File: src/include/udp_pkg.sv
// package for the serial data port block: offsets, fields, types
package udp_pkg;
	// register byte addresses
	localparam logic [11:0] ADDR_DATA = 12'h000;
	localparam logic [11:0] ADDR_CTRL = 12'h004;
	localparam logic [11:0] ADDR_STAT = 12'h008;
	localparam logic [11:0] ADDR_MASK = 12'h00C;
	// data register fields
	localparam int BIT_NOISE = 15;
	localparam int BIT_PERR = 14;
	localparam int BIT_FESC = 13;
	localparam int BIT_EMPTY = 12;
	localparam int BIT_T9 = 9;
	// control fields
	localparam int BIT_PEN = 0;
	localparam int BIT_PODD = 1;
	localparam int BIT_NINE = 2;
	// status / mask fields
	localparam int EV_RX = 0;
	localparam int EV_TXDONE = 1;
	localparam int EV_OVR = 2;
	localparam int EV_ERR = 3;
	localparam int NUM_EV = 4;
	localparam logic [2:0] CTRL_RST = 3'h0;
	localparam logic [3:0] MASK_RST = 4'h0;
	// timing
	localparam int CLK_HZ = 20000000;
	localparam int BAUD = 115200;
	localparam int BIT_CYC = CLK_HZ / BAUD;
	localparam int BRK_BITS = 13;
	typedef enum {TX_IDLE, TX_START, TX_DATA, TX_PAR, TX_STOP} udp_tx_e;
	typedef enum {RX_IDLE, RX_START, RX_DATA, RX_PAR, RX_STOP} udp_rx_e;
	typedef struct packed {
		logic noise;
		logic perr;
		logic ferr;
		logic [8:0] data;
	} udp_rxword_s;
endpackage : udp_pkg

File: src/design/udp_serial_data_port.sv
// serial port data register with parity, apb slave and simple tx/rx shifters
// How it works
// parity enable turns generation and checking on
// parity type: 0 even, 1 odd
// ones count including parity matches type
// reads give rx buffer, writes load tx
// data reads/writes clear related status flags
// bits 31..16 read zero, writes ignored
// bit 15 reports noise of buffered word
// bit 14 reports parity error of word
// bit 13 reports frame error on read
// write bit 13 sends special character
// bit 9 picks break (0) or idle (1)
// software zeroes bits 8..0 for special
// bit 12 set when rx buffer empty
// empty ignores word still in shifter
// software ignores data when empty set
// parity bit sits just before stop bit
// eight or nine bit characters both directions
// error flags travel with their word
//
// Design decisions made here: the register offsets and register access over APB.
`timescale 1ns/100ps
module udp_serial_data_port
	import udp_pkg::*;
#(
	parameter int BIT_CYCLES = BIT_CYC
) (
	input wire logic sys_clk, // 20 MHz clock
	input wire logic nrst, // sync reset, active low
	input wire logic psel, // apb select
	input wire logic penable, // apb enable
	input wire logic pwrite, // apb direction
	input wire logic [11:0] paddr, // apb byte address
	input wire logic [31:0] pwdata, // apb write data
	output logic [31:0] prdata, // apb read data
	output logic pready, // apb ready
	output logic pslverr, // apb error
	input wire logic rxd, // serial input
	output logic txd, // serial output
	output logic irq // level interrupt
);
	// ==========================================
	// bus decode
	wire logic acc = psel && penable && !pready;
	wire logic hitData = (paddr == ADDR_DATA);
	wire logic hitCtrl = (paddr == ADDR_CTRL);
	wire logic hitStat = (paddr == ADDR_STAT);
	wire logic hitMask = (paddr == ADDR_MASK);
	wire logic hitAny = hitData || hitCtrl || hitStat || hitMask;
	wire logic wrData = acc && pwrite && hitData;
	wire logic rdData = acc && !pwrite && hitData;
	wire logic rdStat = acc && !pwrite && hitStat;

	logic [2:0] ctrl_r;
	logic [NUM_EV-1:0] stat_r;
	logic [NUM_EV-1:0] mask_r;
	udp_rxword_s rxBuf_r;
	logic rxFull_r;
	wire logic parEn = ctrl_r[BIT_PEN];
	wire logic parOdd = ctrl_r[BIT_PODD];
	wire logic nine = ctrl_r[BIT_NINE];
	wire logic [3:0] nBits = nine ? 4'd9 : 4'd8;

	// ==========================================
	// transmitter
	udp_tx_e txSt_r;
	logic [8:0] txSh_r;
	logic [3:0] txCnt_r;
	logic [15:0] txTim_r;
	logic txPar_r;
	logic txSpec_r;
	logic txBrk_r;
	logic txBusy_r;
	logic txEvt_r;
	wire logic txTick = (txTim_r == 16'(BIT_CYCLES - 1));
	wire logic txStart = wrData && !txBusy_r;
	wire logic txOvr = wrData && txBusy_r;
	wire logic [8:0] txLoad = nine ? pwdata[8:0] : {1'b0, pwdata[7:0]};
	// xor of data plus odd selector gives ones count parity
	wire logic txParNew = (^txLoad) ^ parOdd;
	// special characters last a whole frame of break or idle bits
	wire logic [3:0] specBits = 4'(BRK_BITS);
	always_ff @(posedge sys_clk) begin
		if (!nrst) begin
			txSt_r <= TX_IDLE;
			txSh_r <= 9'h0;
			txCnt_r <= 4'h0;
			txTim_r <= 16'h0;
			txPar_r <= 1'b0;
			txSpec_r <= 1'b0;
			txBrk_r <= 1'b0;
			txBusy_r <= 1'b0;
			txEvt_r <= 1'b0;
			txd <= 1'b1;
		end else begin
			txEvt_r <= 1'b0;
			txTim_r <= (txSt_r == TX_IDLE || txTick) ? 16'h0 : txTim_r + 16'h1;
			case (txSt_r)
				TX_IDLE: begin
					txd <= 1'b1;
					if (txStart) begin
						txBusy_r <= 1'b1;
						txSh_r <= txLoad;
						txPar_r <= txParNew;
						txSpec_r <= pwdata[BIT_FESC];
						txBrk_r <= !pwdata[BIT_T9];
						txCnt_r <= 4'h0;
						txSt_r <= TX_START;
						txd <= pwdata[BIT_FESC] ? pwdata[BIT_T9] : 1'b0;
					end
				end
				TX_START: if (txTick) begin
					txCnt_r <= 4'h0;
					if (txSpec_r) begin
						txSt_r <= TX_DATA;
					end else begin
						txSt_r <= TX_DATA;
						txd <= txSh_r[0];
						txSh_r <= txSh_r >> 1;
					end
				end
				TX_DATA: if (txTick) begin
					txCnt_r <= txCnt_r + 4'h1;
					if (txSpec_r) begin
						if (txCnt_r == specBits - 4'd2) begin
							txSt_r <= TX_STOP;
							txd <= 1'b1;
						end
					end else if (txCnt_r == nBits - 4'd1) begin
						txSt_r <= parEn ? TX_PAR : TX_STOP;
						txd <= parEn ? txPar_r : 1'b1;
					end else begin
						txd <= txSh_r[0];
						txSh_r <= txSh_r >> 1;
					end
				end
				TX_PAR: if (txTick) begin
					txSt_r <= TX_STOP;
					txd <= 1'b1;
				end
				default: if (txTick) begin
					txSt_r <= TX_IDLE;
					txBusy_r <= 1'b0;
					txEvt_r <= 1'b1;
				end
			endcase
		end
	end
	wire logic unusedBrk = txBrk_r;

	// ==========================================
	// receiver: majority of three samples mid-bit, disagreement marks noise
	udp_rx_e rxSt_r;
	logic [8:0] rxSh_r;
	logic [3:0] rxCnt_r;
	logic [15:0] rxTim_r;
	logic [2:0] smp_r;
	logic rxNoise_r;
	logic rxPar_r;
	logic rxPerr_r;
	logic rxDone_r;
	udp_rxword_s rxNew_r;
	wire logic maj = (smp_r[0] & smp_r[1]) | (smp_r[1] & smp_r[2]) | (smp_r[0] & smp_r[2]);
	wire logic disagree = !(&smp_r) && (|smp_r);
	wire logic rxMid = (rxTim_r == 16'(BIT_CYCLES / 2 + 1));
	wire logic rxEnd = (rxTim_r == 16'(BIT_CYCLES - 1));
	always_ff @(posedge sys_clk) begin
		if (!nrst) begin
			rxSt_r <= RX_IDLE;
			rxSh_r <= 9'h0;
			rxCnt_r <= 4'h0;
			rxTim_r <= 16'h0;
			smp_r <= 3'h7;
			rxNoise_r <= 1'b0;
			rxPar_r <= 1'b0;
			rxPerr_r <= 1'b0;
			rxDone_r <= 1'b0;
			rxNew_r <= '0;
		end else begin
			rxDone_r <= 1'b0;
			smp_r <= {smp_r[1:0], rxd};
			rxTim_r <= (rxSt_r == RX_IDLE || rxEnd) ? 16'h0 : rxTim_r + 16'h1;
			if (rxMid && disagree && rxSt_r != RX_IDLE) begin
				rxNoise_r <= 1'b1;
			end
			case (rxSt_r)
				RX_IDLE: if (!rxd) begin
					rxSt_r <= RX_START;
					rxNoise_r <= 1'b0;
					rxPar_r <= parOdd;
					rxCnt_r <= 4'h0;
					rxSh_r <= 9'h0;
				end
				RX_START: if (rxMid && maj) begin
					rxSt_r <= RX_IDLE;
				end else if (rxEnd) begin
					rxSt_r <= RX_DATA;
				end
				RX_DATA: begin
					if (rxMid) begin
						rxSh_r <= nine ? {maj, rxSh_r[8:1]} : {1'b0, maj, rxSh_r[7:1]};
						rxPar_r <= rxPar_r ^ maj;
					end
					if (rxEnd) begin
						rxCnt_r <= rxCnt_r + 4'h1;
						if (rxCnt_r == nBits - 4'd1) begin
							rxSt_r <= parEn ? RX_PAR : RX_STOP;
						end
					end
				end
				RX_PAR: begin
					if (rxMid) begin
						rxPerr_r <= rxPar_r ^ maj;
					end
					if (rxEnd) begin
						rxSt_r <= RX_STOP;
					end
				end
				default: if (rxMid) begin
					rxSt_r <= RX_IDLE;
					rxDone_r <= 1'b1;
					rxNew_r.data <= rxSh_r;
					rxNew_r.ferr <= !maj;
					rxNew_r.perr <= parEn && rxPerr_r;
					rxNew_r.noise <= rxNoise_r || disagree;
					rxPerr_r <= 1'b0;
				end
			endcase
		end
	end

	// ==========================================
	// receive buffer, flags held with their word
	wire logic rxTake = rdData && rxFull_r;
	always_ff @(posedge sys_clk) begin
		if (!nrst) begin
			rxBuf_r <= '0;
			rxFull_r <= 1'b0;
		end else if (rxDone_r) begin
			if (!rxFull_r || rxTake) begin
				rxBuf_r <= rxNew_r;
				rxFull_r <= 1'b1;
			end
		end else if (rxTake) begin
			rxFull_r <= 1'b0;
		end
	end

	// ==========================================
	// registers, status and interrupt
	wire logic [NUM_EV-1:0] evNow = {
		rxDone_r && (rxNew_r.perr || rxNew_r.ferr || rxNew_r.noise),
		rxDone_r && rxFull_r && !rxTake,
		txEvt_r,
		rxDone_r
	};
	// an empty buffer reads as zero apart from the empty bit
	wire udp_rxword_s rxShow = rxFull_r ? rxBuf_r : '0;
	wire logic [31:0] dataRd = {16'h0, rxShow.noise, rxShow.perr, rxShow.ferr,
		!rxFull_r, 3'h0, rxShow.data};
	wire logic [31:0] rdMux = hitData ? dataRd :
		hitCtrl ? {29'h0, ctrl_r} :
		hitStat ? {28'h0, stat_r} :
		hitMask ? {28'h0, mask_r} : 32'h0;
	// data read clears rx event, data write clears tx-done event
	wire logic [NUM_EV-1:0] dataClr = {1'b0, rdData, wrData, rdData};
	wire logic [NUM_EV-1:0] statNxt = evNow | (stat_r & ~(rdStat ? stat_r : dataClr));
	always_ff @(posedge sys_clk) begin
		if (!nrst) begin
			ctrl_r <= CTRL_RST;
			mask_r <= MASK_RST;
			stat_r <= '0;
			prdata <= 32'h0;
			pready <= 1'b0;
			pslverr <= 1'b0;
			irq <= 1'b0;
		end else begin
			pready <= acc;
			pslverr <= acc && !hitAny;
			prdata <= (acc && !pwrite) ? rdMux : 32'h0;
			if (acc && pwrite && hitCtrl) begin
				ctrl_r <= pwdata[2:0];
			end
			if (acc && pwrite && hitMask) begin
				mask_r <= pwdata[NUM_EV-1:0];
			end
			stat_r <= statNxt;
			irq <= |(statNxt & mask_r);
		end
	end
	wire logic unusedOvr = txOvr;
endmodule : udp_serial_data_port

File: config.mk
export PLATFORM = sky130hd
export DESIGN_NAME = udp_serial_data_port
export DESIGN_NICKNAME = d
export VERILOG_FILES = /design/src/include/udp_pkg.sv /design/src/design/udp_serial_data_port.sv
export SDC_FILE = /design/constraint.sdc
export NUM_CORES = 1
export LEC_CHECK = 0
export ABC_AREA = 1
export BUFFER_PORTS_ARGS = -buffer_cell sky130_fd_sc_hd__buf_2
export CELL_PAD_IN_SITES_DETAIL_PLACEMENT = 1
export CELL_PAD_IN_SITES_GLOBAL_PLACEMENT = 2
export CORE_MARGIN = 2
export CORE_UTILIZATION = 34
export CTS_CLUSTER_DIAMETER = 60
export DETAILED_ROUTE_END_ITERATION = 16
export PLACE_DENSITY_LB_ADDON = 0.1
export SLEW_MARGIN = 40
export SYNTH_ARGS = -nofsm -noshare
export SYNTH_HDL_FRONTEND = slang
export SYNTH_SLANG_ARGS = --single-unit
File: constraint.sdc
create_clock -name sys_clk -period 3.55 [get_ports sys_clk]
set_input_delay 0.1775 -clock sys_clk [delete_from_list [all_inputs] [get_ports sys_clk]]
set_output_delay 0.1775 -clock sys_clk [all_outputs]
set_load 0.03 [all_outputs]
=== Word level (Yosys, flattened, before mapping) ===
Cells that the tools add are included.

* Register bits after elaboration: 205
* Latch bits: 0
* RAM bits: 0
* ROM bits: 0
* Bits of input ports: 50
* Output and inout bits: 36
* Logic and storage cells: 233
* Memories kept: 0

* Add/subtract/negate cells: 5
* Multiply operators: 0
* Div/mod/pow operators: 0
* $lt $le $gt $ge: 0
* Equality and inequality tests: 31
* Shifts and indexed selects: 0
* Multiplexer cells: 71
* Bitwise logic cells: 16
* Reductions and logical operators: 75

{| class="wikitable"
|+ Operator list
! cell !! number
|-
| $mux 32 || 15
|-
| $pmux 32 s4 || 2
|-
| $eq 32x2->1 const B || 4
|-
| $logic_not 32->1 || 4
|-
| $mux 9 || 10
|-
| $eq 32x1->1 const B || 2
|-
| $mux 4 || 9
|-
| $add 16x1->16 const B || 2
|-
| $eq 16x8->1 const B || 2
|-
| $reduce_bool 32->1 || 1
|-
| $pmux 9 s3 || 1
|-
| $eq 12x4->1 const B || 2
|-
| $mux 1 || 24
|-
| $ne 2x2->1 const B || 12
|-
| $logic_and 1x1->1 || 20
|-
| $pmux 9 s2 || 1
|-
| $eq 16x7->1 const B || 1
|-
| $mux 16 || 1
|-
| $reduce_or 5->1 || 3
|-
| $reduce_and 7->1 || 2
|-
| $eq 12x3->1 const B || 1
|-
| $logic_not 12->1 || 1
|-
| $mux 12 || 1
|-
| $pmux 4 s3 || 1
|-
| 31 further kinds || 76
|}

=== Depth between registers and ports, before layout ===
* Depth in word-level cells: 10
* Depth in mapped cells: 12

=== Worst setup path before layout ===
No wires, ideal clock.

* Path kind: flip-flop to flip-flop
* From: reg rxTim_r[0]
* To: reg rxNew_r[0] in the netlist's numbering
* Library setup time: 116 ps
* Data arrival time: 1502 ps
* Data required time: 3434 ps
* Slack: 1932 ps
* Stages on the path, launching flop included: 12
* Buffers on the path: 1
* Path through: dfxtp_1 ha_1 nand2_1 inv_1 nand3_1 nor2_1 nand2_2 nor2_2 inv_2 clkbuf_1 nor2_1 nor2_1

* Cells in the longest elaborated chain, start to end: 2

{| class="wikitable"
|+ Ends and longest elaborated chain
! what !! line !! source
|-
| from (decl) || udp_serial_data_port.sv:157 || <nowiki>logic [15:0] rxTim_r;</nowiki>
|-
| from (signal assigned) || udp_serial_data_port.sv:183 || <nowiki>rxTim_r <= (rxSt_r == RX_IDLE || rxEnd) ? 16'h0 : rxTim_r + 16'h1;</nowiki>
|-
| $eq 16x7->1 || udp_serial_data_port.sv:166 || <nowiki>wire logic rxMid = (rxTim_r == 16'(BIT_CYCLES / 2 + 1));</nowiki>
|-
| $reduce_and 2->1 (no source line) || -- ||
|-
| to (decl) || udp_serial_data_port.sv:163 || <nowiki>udp_rxword_s rxNew_r;</nowiki>
|}

No other way between the ends.
A chain may end at the register's enable or synchronous reset.

=== Final worst setup path ===
* From: reg rxTim_r[0]
* To: reg rxNew_r[8] in the netlist's numbering

Same word-level chain as after synthesis.

==> metrics.yaml <==
outcome: "completed"
post_drt_via_cell_ratio: 4.88
leakage_nw: 3.01
avgSynthCellArea_um2: 6.96
routabilityCongestion: 0.840
hold_viol: 0
hp-class: "in2reg"
cp-start-kind: "flip-flop"
fin_crit_ns: 2.33
stdcell_area_um2: 7200
die_area_um2: 19400
clock-sinks: 128
crit_buf_inv: 2
hpwl_um: 12400
clkTransAtPathRegs_ns: 0.06
path_cells: "ha_1, nand2_1, inv_1, nand3_1, nor2_1, nand2_2, nor2_2, inv_2, nor2_1, nor2_1"
fin_skew_ns: 0.00674
critPathSlowestCell: "nor2_2"
synth_top_family_by_area: "simple AND/OR/NAND/NOR gates"
rsz0062_at_grt: "no"
clkLatencyLatePin_ns: 0.42
drt_iter0_drc: 253
grt.busiest_layer: "met2"
ys.warnings.count: 0
fin_util: 0.401
io_buffer_count: 45
grt_first_pass_wirelength_um: 28400
cp.required_ns: 3.86
met1_usage: 0.220
area_delta_synth_final_pct: 15.5
cts_setup_buffers: 0
finalSetupTns_ns: 0
die_h_um: 139
cts_hold_buf: 0
grt_pass1_vias: 5976
grt_max_degree: 46
finalWirelength_um: 16700
slew_violations: 0
ios: 86
vias: 5760
netlist.area_leader.share: 0.411
grt_usage: 0.177
synth_xor_area_frac: 0.0239
p_per_area_nw_per_um2: 626
fmax_mhz: 428
route.detailed.drc: 0
cts_resized: 0
drive_gt1_frac: 0.126
placed_cell_area_um2: 6570
end_kind: "flip-flop"
firstDrtPassIters: 4
path_class: "reg2reg"
antenna_found_initial: 0
cts_made_buffers: 17
slowest_delay_ns: 0.57
h-tree-depth: 4
synthMuxAreaShare: 0
cts.path.max_buffers: 2
slew_headroom: 0.540
gr-total-overflow: 0
root_buffer: "clkbuf_16"
setup_viol: 0
synth-adder-area-share: 0.0120
wire_per_inst_um: 14.2
std_cell_rows: 49
cts_tree: "yes"
cp_max_fo: 15
yosys.cell_types.count: 43
synth_top_area_cell: "dfxtp_1"
tightest_slew_ns: 0.690
peakVddDrop_v: 0.000336
p_total_mw: 4.50
synth_compound_area_frac: 0.116
ys_seq_area_frac: 0.411
grtUsageMet3: 0.0313
final_common_cell: "nand2_1"
num_antenna_cells: 0
mostFrequentLayoutCells: "161 x nand2_1, 143 x nor2_1, 128 x dfxtp_1"
synthesis.area_um2: 6230
period_share: 0.658
met2_usage: 0.310
worstPathArrival_ns: 2.65
critical-path-top-delay-family: "simple AND/OR/NAND/NOR gates"
synthSimpleGateAreaFrac: 0.332
max_cap_violations: 0
ant_nets: 0
core_area_um2: 18000
synthTopCellsByArea: "dfxtp_1 41%, nand2_1 9.7%, nor2_1 8.6%, nand3_1 6.5%, inv_1 5.6%"
initial_core_util: 0.347
cp_common_cell: "nor2_1"
die_w_um: 139
synthesis.instances: 896
synth_seq_cells: 128
nets: 994
==> state kept, by name (all words and copies together) (netlist names), 9 cells and up <==
signal,cells
prdata,13
rxNew_r,12
txSh_r,9
rxBuf_r,12
rxTim_r,16
txTim_r,16
rxSh_r,9
==> stage by stage <==
stage / cells / setup slack, ns / hold WS (ns)
finish: 1180 / 1.22 / 0.0227
CTS: 1180 / 1.21 / 0.00804
global placement: 1148 / 1.27 / 0.428
floorplan: 914 / 1.93 / 0.284
detailed placement: 1148 / 1.22 / 0.431
global route: 1180 / 0.948 / 0.0228
==> final cells by class <==
type / instances / area, um2
Sequential cell: 128 / 2560
Timing Repair Buffer: 48 / 248
Clock inverter: 13 / 175
Multi-Input combinational cell: 640 / 3090
Tap cell: 229 / 287
Fill cell: 2302 / 10800
Inverter: 103 / 387
Clock buffer: 19 / 453
==> layer usage <==
| metal | wire length (um) | vias to the layer above |
|---|---|---|
| li1 | - | 2957 |
| met1 | 7890 | 2713 |
| met2 | 8130 | 66 |
| met3 | 383 | 24 |
| met4 | 301 | 0 |
| met5 | 0 | - |
==> Yosys cell counts, drive strengths merged <==
cell    number
a31oi        1
a21oi       64
buf         34
clkinv       1
xnor2        8
nor2       152
o32ai        1
o21ai       60
nand2      165
nand3       83
or3          1
nor3b        8
nor3        26
clkbuf       9
or2          6
ha           6
xor2         9
inv        102
nand4       20
o31ai        4
conb         1
a21boi       2
nand3b       2
dfxtp      128
o211ai       1
o21bai       1
a211oi       1
==> worst register-to-register path: cells and delay by family, from the launching register on <==
family | cells | cell delay (ns)
DFF | 1 | 0.37
and+or+nand+nor | 7 | 1.29
adders and majority gates | 1 | 0.25
buffers and inverters | 2 | 0.32
==> report_power, final <==
group          total (mW)  switching [mW]  internal (mW)  leakage, nW
sequential           1.67           0.106           1.56         1.04
combinational       0.985           0.679          0.306         1.67
clock                1.85           0.694           1.16        0.301
==> final timing paths <==
path	startpoint	to	slack, ns	cells after the start
setup / recovery	rxTim_r[0]	rxNew_r[8]	1.22	10
hold reg to reg	rxBuf_r[10]	prdata[14]	0.44	2
hold / removal	rxd	smp_r[0]	0.02	2
setup reg to reg	rxTim_r[0]	rxNew_r[8]	1.22	10
==> logic make-up (layout without fill, tap and decap cells) <==
group / Yosys count / after routing
and+or+nand+nor: 463 / 463
DFF: 128 / 128
AOI/OAI and AO/OA: 135 / 135
adders and majority gates: 6 / 6
buffers and inverters: 146 / 183
other: 1 / 19
xor gates and xnor gates: 17 / 17
Note: power is estimated with default switching activity, not from simulation.
